[config.mk]
export PLATFORM = sky130hd
export DESIGN_NAME = adc_conversion_sequencer
export DESIGN_NICKNAME = d
export VERILOG_FILES = /design/src/adc_seq_pkg.sv /design/src/adc_conversion_sequencer.sv
export SDC_FILE = /design/constraint.sdc
export NUM_CORES = 1
export LEC_CHECK = 0
export ABC_AREA = 1
export ABC_CLOCK_PERIOD_IN_PS = 2800
export BUFFER_PORTS_ARGS = -buffer_cell sky130_fd_sc_hd__buf_4
export CAP_MARGIN = 15
export CORE_MARGIN = 5
export CORE_UTILIZATION = 40
export DETAILED_ROUTE_END_ITERATION = 16
export GPL_ROUTABILITY_DRIVEN = 0
export GPL_TIMING_DRIVEN = 0
export PLACE_DENSITY = 0.6
export SYNTH_ARGS = -nofsm -noshare
export SYNTH_HDL_FRONTEND = slang
export SYNTH_SLANG_ARGS = --single-unit
[constraint.sdc]
create_clock -name clk -period 2.8 [get_ports clk]
set_input_delay 0.42 -clock clk [delete_from_list [all_inputs] [get_ports clk]]
set_output_delay 0.42 -clock clk [all_outputs]
set_load 0.1 [all_outputs]
[src/adc_seq_pkg.sv]
package adc_seq_pkg;
  localparam int AXI_AW = 8;
  localparam logic [7:0] OFS_SC1 = 8'h00;
  localparam logic [7:0] OFS_SC2 = 8'h04;
  localparam logic [7:0] OFS_CFG = 8'h08;
  localparam logic [7:0] OFS_RES_H = 8'h0c;
  localparam logic [7:0] OFS_RES_L = 8'h10;
  localparam logic [7:0] OFS_CV_H = 8'h14;
  localparam logic [7:0] OFS_CV_L = 8'h18;
  localparam logic [7:0] OFS_PINS = 8'h1c;
  localparam int SC1_CONV_COMPLETE_FLAG = 7;
  localparam int SC1_CONV_IRQ_ENABLE = 6;
  localparam int SC1_CONTINUOUS_ENABLE = 5;
  localparam int SC2_TRG = 6;
  localparam int SC2_COMPARE_ENABLE = 5;
  localparam int SC2_GT = 4;
  localparam int CFG_DIV = 5;
  localparam int CFG_LSMP = 4;
  localparam int CFG_MODE = 2;
  localparam logic [4:0] CH_OFF = 5'h1f;
  localparam logic [1:0] MODE_10 = 2'h2;
  localparam logic [1:0] SRC_BUS = 2'h0;
  localparam logic [1:0] SRC_HALF = 2'h1;
  localparam logic [1:0] SRC_ALT = 2'h2;
  localparam logic [1:0] SRC_ASYNC = 2'h3;
  localparam logic [1:0] RESP_OK = 2'h0;
  localparam logic [1:0] RESP_ERR = 2'h2;
  localparam int CLK_KHZ = 10000;
  localparam int ASYNC_START_NS = 5000;
  localparam int ASYNC_START_CYC = (ASYNC_START_NS * CLK_KHZ + 999999) / 1000000;
  localparam logic [5:0] START_CYC = 6'(ASYNC_START_CYC);
  localparam logic [5:0] FIRST_BUS_CYC = 6'h05;
  localparam logic [5:0] FIRST_CONVERTER_CLOCK_CYC = 6'h03;
  localparam logic [5:0] SAMP_SHORT = 6'h04;
  localparam logic [5:0] SAMP_LONG = 6'h18;
  localparam logic [5:0] SAR_8 = 6'h0d;
  localparam logic [5:0] SAR_10 = 6'h10;
  localparam logic [9:0] MSB_8 = 10'h080;
  localparam logic [9:0] MSB_10 = 10'h200;
  localparam logic [3:0] NB_8 = 4'h7;
  localparam logic [3:0] NB_10 = 4'h9;
  typedef enum logic [2:0] {
    S_IDLE   = 3'b000,
    S_START  = 3'b001,
    S_SETB   = 3'b010,
    S_SETA   = 3'b011,
    S_SAMPLE = 3'b100,
    S_SAR    = 3'b101
  } state_t;
endpackage

[src/adc_conversion_sequencer.sv]
`timescale 1ns/1ps
module adc_conversion_sequencer #(
  parameter int PIN_CNT = 8
) (
  input  wire logic                             clk,
  input  wire logic                             rst_n,
  input  wire logic [adc_seq_pkg::AXI_AW-1:0]   s_axi_awaddr,
  input  wire logic                             s_axi_awvalid,
  output logic                                  s_axi_awready,
  input  wire logic [31:0]                      s_axi_wdata,
  input  wire logic [3:0]                       s_axi_wstrb,
  input  wire logic                             s_axi_wvalid,
  output logic                                  s_axi_wready,
  output logic [1:0]                            s_axi_bresp,
  output logic                                  s_axi_bvalid,
  input  wire logic                             s_axi_bready,
  input  wire logic [adc_seq_pkg::AXI_AW-1:0]   s_axi_araddr,
  input  wire logic                             s_axi_arvalid,
  output logic                                  s_axi_arready,
  output logic [31:0]                           s_axi_rdata,
  output logic [1:0]                            s_axi_rresp,
  output logic                                  s_axi_rvalid,
  input  wire logic                             s_axi_rready,
  input  wire logic                             hw_conv_trigger,
  input  wire logic                             stop_enter,
  input  wire logic                             alt_clk_tick,
  input  wire logic                             async_clk_tick,
  input  wire logic                             comparator_hi,
  output logic                                  async_clk_en,
  output logic                                  sample_en,
  output logic                                  conv_active,
  output logic [9:0]                            sar_code,
  output logic                                  conv_irq,
  input  wire logic [PIN_CNT-1:0]               gpio_out,
  input  wire logic [PIN_CNT-1:0]               gpio_oe,
  input  wire logic [PIN_CNT-1:0]               gpio_pullup,
  input  wire logic [PIN_CNT-1:0]               pad_in,
  output logic [PIN_CNT-1:0]                    pad_out,
  output logic [PIN_CNT-1:0]                    pad_oe,
  output logic [PIN_CNT-1:0]                    pad_pullup_en,
  output logic [PIN_CNT-1:0]                    pad_in_en,
  output logic [PIN_CNT-1:0]                    port_rd_data
);
  import adc_seq_pkg::*;

  typedef struct packed {
    state_t             st;
    logic [5:0]         cnt;
    logic [2:0]         div;
    logic               half;
    logic [3:0]         bitn;
    logic [9:0]         sar;
    logic               first;
    logic               conv_irq_enable;
    logic               continuous_enable;
    logic               conv_complete_flag;
    logic [4:0]         ch;
    logic               trg;
    logic               compare_enable;
    logic               acfgt;
    logic [7:0]         cfg;
    logic [1:0]         cvh;
    logic [7:0]         cvl;
    logic [9:0]         res;
    logic [PIN_CNT-1:0] pins;
    logic               hi_rd;
    logic               t1;
    logic               t2;
    logic               t3;
    logic               aw_got;
    logic [7:0]         awa;
    logic               w_got;
    logic [7:0]         wd;
    logic               wstb;
    logic               bvalid;
    logic [1:0]         bresp;
    logic               rvalid;
    logic [7:0]         rdata;
    logic [1:0]         rresp;
    logic [7:0]         cych;
  } ctl_t;

  ctl_t q_r;
  ctl_t q_nxt;

  function automatic logic [7:0] word(input logic [7:0] a);
    return {a[7:2], 2'b00};
  endfunction

  function automatic logic [2:0] div_mask(input logic [1:0] d);
    return 3'((4'h1 << d) - 4'h1);
  endfunction

  function automatic state_t first_state(input logic [1:0] src);
    return (src == SRC_ASYNC) ? S_START : S_SETB;
  endfunction

  logic [1:0]  src;
  logic        ten;
  logic        busy;
  logic        src_tick;
  logic        converter_clock_tick;
  logic        hw_edge;
  logic        wr_fire;
  logic        rd_fire;
  logic        abort;
  logic        fin;
  logic [5:0]  samp_len;
  logic [5:0]  sar_len;
  logic [9:0]  raw;
  logic [9:0]  cmpv;
  logic [10:0] diff;
  logic        cond;
  logic [9:0]  mask;

  assign src = q_r.cfg[1:0];
  assign ten = q_r.cfg[CFG_MODE+:2] == MODE_10;
  assign busy = q_r.st != S_IDLE;
  assign src_tick = (src == SRC_BUS) ? 1'b1 :
                    (src == SRC_HALF) ? q_r.half :
                    (src == SRC_ALT) ? alt_clk_tick : async_clk_tick;
  assign converter_clock_tick = src_tick && ((q_r.div & div_mask(q_r.cfg[CFG_DIV+:2])) ==
                                  div_mask(q_r.cfg[CFG_DIV+:2]));
  assign hw_edge = q_r.t2 & ~q_r.t3;
  assign wr_fire = q_r.aw_got && q_r.w_got && !q_r.bvalid;
  assign rd_fire = s_axi_arvalid && !q_r.rvalid;
  assign abort = (wr_fire && q_r.wstb && (word(q_r.awa) == OFS_SC1 ||
                  word(q_r.awa) == OFS_SC2 || word(q_r.awa) == OFS_CFG ||
                  word(q_r.awa) == OFS_CV_H || word(q_r.awa) == OFS_CV_L)) ||
                 (stop_enter && src != SRC_ASYNC);
  assign samp_len = q_r.cfg[CFG_LSMP] ? SAMP_LONG : SAMP_SHORT;
  assign sar_len = ten ? SAR_10 : SAR_8;
  assign fin = q_r.st == S_SAR && converter_clock_tick && q_r.cnt == sar_len - 6'h01;
  assign raw = ten ? q_r.sar : {2'b00, q_r.sar[7:0]};
  assign cmpv = ten ? {q_r.cvh, q_r.cvl} : {2'b00, q_r.cvl};
  assign diff = {1'b0, raw} - {1'b0, cmpv};
  assign cond = q_r.acfgt ? !diff[10] : diff[10];
  assign mask = 10'(10'h001 << q_r.bitn);

  always_comb begin
    q_nxt = q_r;
    q_nxt.t1 = hw_conv_trigger;
    q_nxt.t2 = q_r.t1;
    q_nxt.t3 = q_r.t2;
    q_nxt.half = busy ? ~q_r.half : 1'b0;
    q_nxt.div = !busy ? 3'h0 : src_tick ? q_r.div + 3'h1 : q_r.div;
    if (s_axi_awvalid && !q_r.aw_got && !q_r.bvalid) begin
      q_nxt.aw_got = 1'b1;
      q_nxt.awa = s_axi_awaddr;
    end
    if (s_axi_wvalid && !q_r.w_got && !q_r.bvalid) begin
      q_nxt.w_got = 1'b1;
      q_nxt.wd = s_axi_wdata[7:0];
      q_nxt.wstb = s_axi_wstrb[0];
    end
    if (q_r.bvalid && s_axi_bready) begin
      q_nxt.bvalid = 1'b0;
    end
    if (q_r.rvalid && s_axi_rready) begin
      q_nxt.rvalid = 1'b0;
    end
    if (rd_fire) begin
      q_nxt.rvalid = 1'b1;
      q_nxt.rresp = RESP_OK;
      q_nxt.rdata = 8'h00;
      unique case (word(s_axi_araddr))
        OFS_SC1: q_nxt.rdata = {q_r.conv_complete_flag, q_r.conv_irq_enable, q_r.continuous_enable, q_r.ch};
        OFS_SC2: q_nxt.rdata = {1'b0, q_r.trg, q_r.compare_enable, q_r.acfgt, 4'h0};
        OFS_CFG: q_nxt.rdata = q_r.cfg;
        OFS_RES_H: begin
          q_nxt.rdata = {6'h00, ten ? q_r.res[9:8] : 2'b00};
          q_nxt.hi_rd = ten;
        end
        OFS_RES_L: begin
          q_nxt.rdata = q_r.res[7:0];
          q_nxt.hi_rd = 1'b0;
          q_nxt.conv_complete_flag = 1'b0;
        end
        OFS_CV_H: q_nxt.rdata = {6'h00, q_r.cvh};
        OFS_CV_L: q_nxt.rdata = q_r.cvl;
        OFS_PINS: q_nxt.rdata = 8'(q_r.pins);
        default: q_nxt.rresp = RESP_ERR;
      endcase
    end
    if (!abort && !busy && q_r.ch != CH_OFF && q_r.trg && hw_edge) begin
      q_nxt.st = first_state(src);
      q_nxt.cnt = 6'h00;
      q_nxt.first = 1'b1;
    end
    if (!abort && busy) begin
      unique case (q_r.st)
        S_START: begin
          q_nxt.cnt = q_r.cnt + 6'h01;
          if (q_r.cnt == START_CYC - 6'h01) begin
            q_nxt.st = S_SETB;
            q_nxt.cnt = 6'h00;
          end
        end
        S_SETB: begin
          q_nxt.cnt = q_r.cnt + 6'h01;
          if (q_r.cnt == FIRST_BUS_CYC - 6'h01) begin
            q_nxt.st = S_SETA;
            q_nxt.cnt = 6'h00;
          end
        end
        S_SETA: begin
          if (converter_clock_tick) begin
            q_nxt.cnt = q_r.cnt + 6'h01;
            if (q_r.cnt == FIRST_CONVERTER_CLOCK_CYC - 6'h01) begin
              q_nxt.st = S_SAMPLE;
              q_nxt.cnt = 6'h00;
            end
          end
        end
        S_SAMPLE: begin
          if (converter_clock_tick) begin
            q_nxt.cnt = q_r.cnt + 6'h01;
            if (q_r.cnt == samp_len - 6'h01) begin
              q_nxt.st = S_SAR;
              q_nxt.cnt = 6'h00;
              q_nxt.sar = ten ? MSB_10 : MSB_8;
              q_nxt.bitn = ten ? NB_10 : NB_8;
            end
          end
        end
        S_SAR: begin
          if (converter_clock_tick) begin
            q_nxt.cnt = q_r.cnt + 6'h01;
            if (q_r.bitn != 4'hf) begin
              q_nxt.sar = (comparator_hi ? q_r.sar : q_r.sar & ~mask) | (mask >> 1);
              q_nxt.bitn = q_r.bitn - 4'h1;
            end
            if (fin) begin
              q_nxt.cnt = 6'h00;
              q_nxt.first = 1'b0;
              q_nxt.st = S_SAMPLE;
              if (q_r.compare_enable && !cond) begin
                q_nxt.st = q_r.continuous_enable ? S_SAMPLE : S_IDLE;
              end else if (ten && q_r.hi_rd) begin
                // Dropped result; a new conversion keeps the old data intact.
                q_nxt.st = S_SAMPLE;
              end else begin
                q_nxt.res = q_r.compare_enable ? (ten ? diff[9:0] : {2'b00, diff[7:0]}) : raw;
                q_nxt.conv_complete_flag = 1'b1;
                q_nxt.st = q_r.continuous_enable ? S_SAMPLE : S_IDLE;
              end
            end
          end
        end
        default: q_nxt.st = S_IDLE;
      endcase
    end
    if (abort) begin
      q_nxt.st = S_IDLE;
      q_nxt.first = 1'b0;
    end
    if (wr_fire) begin
      q_nxt.aw_got = 1'b0;
      q_nxt.w_got = 1'b0;
      q_nxt.bvalid = 1'b1;
      q_nxt.bresp = RESP_OK;
      unique case (word(q_r.awa))
        OFS_SC1: begin
          if (q_r.wstb) begin
            q_nxt.conv_irq_enable = q_r.wd[SC1_CONV_IRQ_ENABLE];
            q_nxt.continuous_enable = q_r.wd[SC1_CONTINUOUS_ENABLE];
            q_nxt.ch = q_r.wd[4:0];
            q_nxt.conv_complete_flag = 1'b0;
            if (q_r.wd[4:0] != CH_OFF && !q_r.trg) begin
              q_nxt.st = first_state(src);
              q_nxt.cnt = 6'h00;
              q_nxt.first = 1'b1;
            end
          end
        end
        OFS_SC2: begin
          if (q_r.wstb) begin
            q_nxt.trg = q_r.wd[SC2_TRG];
            q_nxt.compare_enable = q_r.wd[SC2_COMPARE_ENABLE];
            q_nxt.acfgt = q_r.wd[SC2_GT];
          end
        end
        OFS_CFG: begin
          if (q_r.wstb) begin
            q_nxt.cfg = q_r.wd;
          end
        end
        OFS_CV_H: begin
          if (q_r.wstb) begin
            q_nxt.cvh = q_r.wd[1:0];
          end
        end
        OFS_CV_L: begin
          if (q_r.wstb) begin
            q_nxt.cvl = q_r.wd;
          end
        end
        OFS_PINS: begin
          if (q_r.wstb) begin
            q_nxt.pins = PIN_CNT'(q_r.wd);
          end
        end
        OFS_RES_H, OFS_RES_L: q_nxt.bresp = RESP_OK;
        default: q_nxt.bresp = RESP_ERR;
      endcase
    end
    // A restart in mid-conversion must clear the timer too, or the limit check would drift.
    q_nxt.cych = (q_nxt.first && q_nxt.cnt == 6'h00 && (q_nxt.st == S_START ||
                  (q_nxt.st == S_SETB && q_r.st != S_START))) ? 8'h00 : q_r.cych + 8'h01;
  end

  always_ff @(posedge clk or negedge rst_n) begin
    if (!rst_n) begin
      q_r <= '{st: S_IDLE, ch: CH_OFF, default: '0};
    end else begin
      q_r <= q_nxt;
    end
  end

  assign s_axi_awready = !q_r.aw_got && !q_r.bvalid;
  assign s_axi_wready = !q_r.w_got && !q_r.bvalid;
  assign s_axi_bvalid = q_r.bvalid;
  assign s_axi_bresp = q_r.bresp;
  assign s_axi_arready = !q_r.rvalid;
  assign s_axi_rvalid = q_r.rvalid;
  assign s_axi_rdata = {24'h000000, q_r.rdata};
  assign s_axi_rresp = q_r.rresp;
  assign async_clk_en = busy && src == SRC_ASYNC;
  assign sample_en = q_r.st == S_SAMPLE;
  assign conv_active = busy;
  assign sar_code = q_r.sar;
  // The request stays high while the flag and enable are both set.
  assign conv_irq = q_r.conv_complete_flag && q_r.conv_irq_enable;
  assign pad_out = gpio_out;
  assign pad_oe = gpio_oe & ~q_r.pins;
  assign pad_pullup_en = gpio_pullup & ~q_r.pins;
  assign pad_in_en = ~q_r.pins;
  assign port_rd_data = pad_in & ~q_r.pins;
endmodule

==> reports/results.txt <==
sequential share of the synthesized area: 39.4%
Final period util: 92.1%
root buffer cell: clkbuf_16
Total GRT Usage: 19.2%
Buffers on Ports: 125
Boundary Pins: 191
RSZ-0062 raised after global routing: no
min Tclk post-route: 2580 ps
final instance area: 0.00845 mm²
Die Footprint: 0.0197 mm²
worst vdd ir: 741 µV
hold buffers post-CTS: 0
ys async rst share: 100%
# rows: 47
critical path endpoint category: register
core area: 0.0166 mm²
reg-to-reg startpoint: q_r[75]
Pint: 3.10 mW
commonest non-fill, non-tap cell in the layout: nand2_1
clk buf depth: 2
HPWL Detailed: 15,100 µm
Hold WS: 162 ps
die span in x: 140 µm
clock transition at the registers of the reported paths: 70 ps
Primary FF master, synth: dfrtp_1
grt ovf: 0
placed cell area: 0.00815 mm²
DRT iter0 DRCs: 535
Crit. Startpoint: q_r[75]
Data arrival, critical path: 2860 ps
WP data required: 3090 ps
RR Endpoint: q_r[59]
Slew @ Worst Pin: 856 ps
largest net degree at the start of global routing: 64
most frequent cells in the layout: nand2_1 (205), buf_4 (179), inv_1 (140), dfrtp_1 (102), nor2_1 (96)
final worst clock skew: 7.65 ps
Comb power frac: 43.3%
DRC Markers: 0
Post-Route Setup TNS: 0 ps
Worst R2R Setup Slack: 220 ps
HP Class: in2reg
filler-free cell count of the finished design: 1,318
R2R cell count: 14
fin nets: 1,210
Placed Cells: 1,302
pwr dens: 694 mW/mm²
initial core utilization: 40.9%
first-pass iteration count of the detailed router: 5
initial antenna violation count: 0
max-cap violations: 0
status: completed
Fmax: 388 MHz
via count: 6,296
DIE HEIGHT: 140 µm
Slew Viols, Final: 0
Filler Cell Count: 1,702
# H-tree levels: 3
DR vias/cell: 4.78
Post-synth EDFFs: 0
Hold Fails Final Rpt: 0
count of final setup violators: 0
Sw Ratio: 47.2%
worst skew pair latency: 360 ps
Syn Std Cell Area: 0.00680 mm²
Startpoint Class: register
CTS buffer count: 9
Crit Path Max Fanout: 10
final wirelength: 18,900 µm
synth unique cells: 52
average wire per standard cell: 14.4 µm
first-pass GRT wire length: 30,700 µm
Syn Inst Count: 931
post-CTS resize count: 0
number of diodes: 0
worst setup path end: q_r[59]
LEAKAGE: 4.40 nW
CTS sink cnt: 107
Net Switching: 2.77 mW
register share of total power: 34.3%
Max-slew headroom: 42.9%
post-route ant nets: 0
Avg Cell Area, Syn: 7.31 µm²
Setup CP Type: reg2reg
layout cells sized above 1: 22.2%
number of global-route vias before repair: 5,986
post-CTS setup buffers: 0
yosys warns: 0
TritonCTS clock tree: done
Layout area overhead: 24.2%
Clock power frac: 22.4%
FF+latch count, synth: 107
==> cells in the mapped netlist (9+ instances only) <==
library cell | count | area (µm²)
o21ai_0 | 91 | 455
a21oi_1 | 44 | 220
nand4_1 | 9 | 56.3
dfrtp_1 | 102 | 2550
ha_1 | 20 | 250
nor2_1 | 100 | 375
nand2_1 | 205 | 769
clkbuf_1 | 13 | 48.8
nand3_1 | 39 | 195
buf_4 | 54 | 405
inv_1 | 140 | 526
o22ai_1 | 10 | 62.6
==> through the flow <==
stage	total power [mW]	util, %	worst slack, ps
after floorplan	3.94	-	6.97
after global placement	4.56	48.8	240
after detailed placement	4.58	49.0	206
after CTS	5.91	50.8	181
after global routing	6.19	50.8	14.1
final	5.86	50.8	221
==> critical path, cell delays in order, from the launching register on <==
cell	delay [ps]
dfrtp_1	400
inv_1	80
nand2_1	250
nor2_2	240
ha_1	310
nand2_1	110
inv_1	40
a21oi_1	190
nand3_1	90
nand2_1	70
nand3_1	170
nand3_4	220
buf_6	180
nand2_1	70
o21ai_1	70
==> cells by family after synthesis <==
group	count (synthesis)	share of synthesized area (%)
and+or+nand+nor	384	24.1
buffers and inverters	220	15.3
AOI/OAI and AO/OA	186	15.5
DFF	107	39.4
adders and majority gates	21	3.97
xor gates and xnor gates	8	1.03
muxes	4	0.644
other	1	0.0551
==> layout make-up <==
| class | count | area (µm²) | area share [%] |
|---|---|---|---|
| clock buffer | 10 | 239 | 2.83 |
| inverter | 150 | 563 | 6.66 |
| clock inverter | 6 | 65.1 | 0.770 |
| tap | 220 | 275 | 3.26 |
| timing repair buffer | 126 | 966 | 11.4 |
| buffer | 70 | 475 | 5.62 |
| sequential | 107 | 2680 | 31.7 |
| multi-input combinational | 629 | 3190 | 37.7 |
==> state kept, by name (all words and copies together) (netlist names) <==
register and flops:
q_r 83, sar_code 10, s_axi_rdata 8, q_nxt 2, s_axi_bresp 1, s_axi_bvalid 1
s_axi_rresp 1, s_axi_rvalid 1
==> metal layers <==
metal / up-vias / global-route usage [%] / routed length (µm)
met5: - / 0 / 0
met4: 0 / 5.81 / 397
met3: 23 / 4.33 / 1400
met2: 198 / 30.1 / 8350
met1: 2858 / 26.5 / 8780
li1: 3217 / - / -
==> power groups by stage <==
stage / Clock (mW) / Sequential (mW) / Combinational [mW]
after detailed placement: 0 / 2.04 / 2.55
after floorplan: 0 / 2.02 / 1.92
after global placement: 0 / 2.03 / 2.53
after global routing: 1.41 / 2.04 / 2.74
final: 1.31 / 2.01 / 2.54
after CTS: 1.35 / 2.01 / 2.56
==> worst min-delay path by stage <==
stage                     depth (start not counted)   endpoint  slack, ps             from
final                                             1  q_nxt[42]        160  hw_conv_trigger
after global routing                              1  q_nxt[42]        160  hw_conv_trigger
after CTS                                         1  q_nxt[42]        150  hw_conv_trigger
after detailed placement                          0  q_nxt[41]        340        q_nxt[42]
after global placement                            0  q_nxt[41]        330        q_nxt[42]
after floorplan                                   0  q_nxt[41]        120            rst_n
Power figures use the tool's default switching activity.
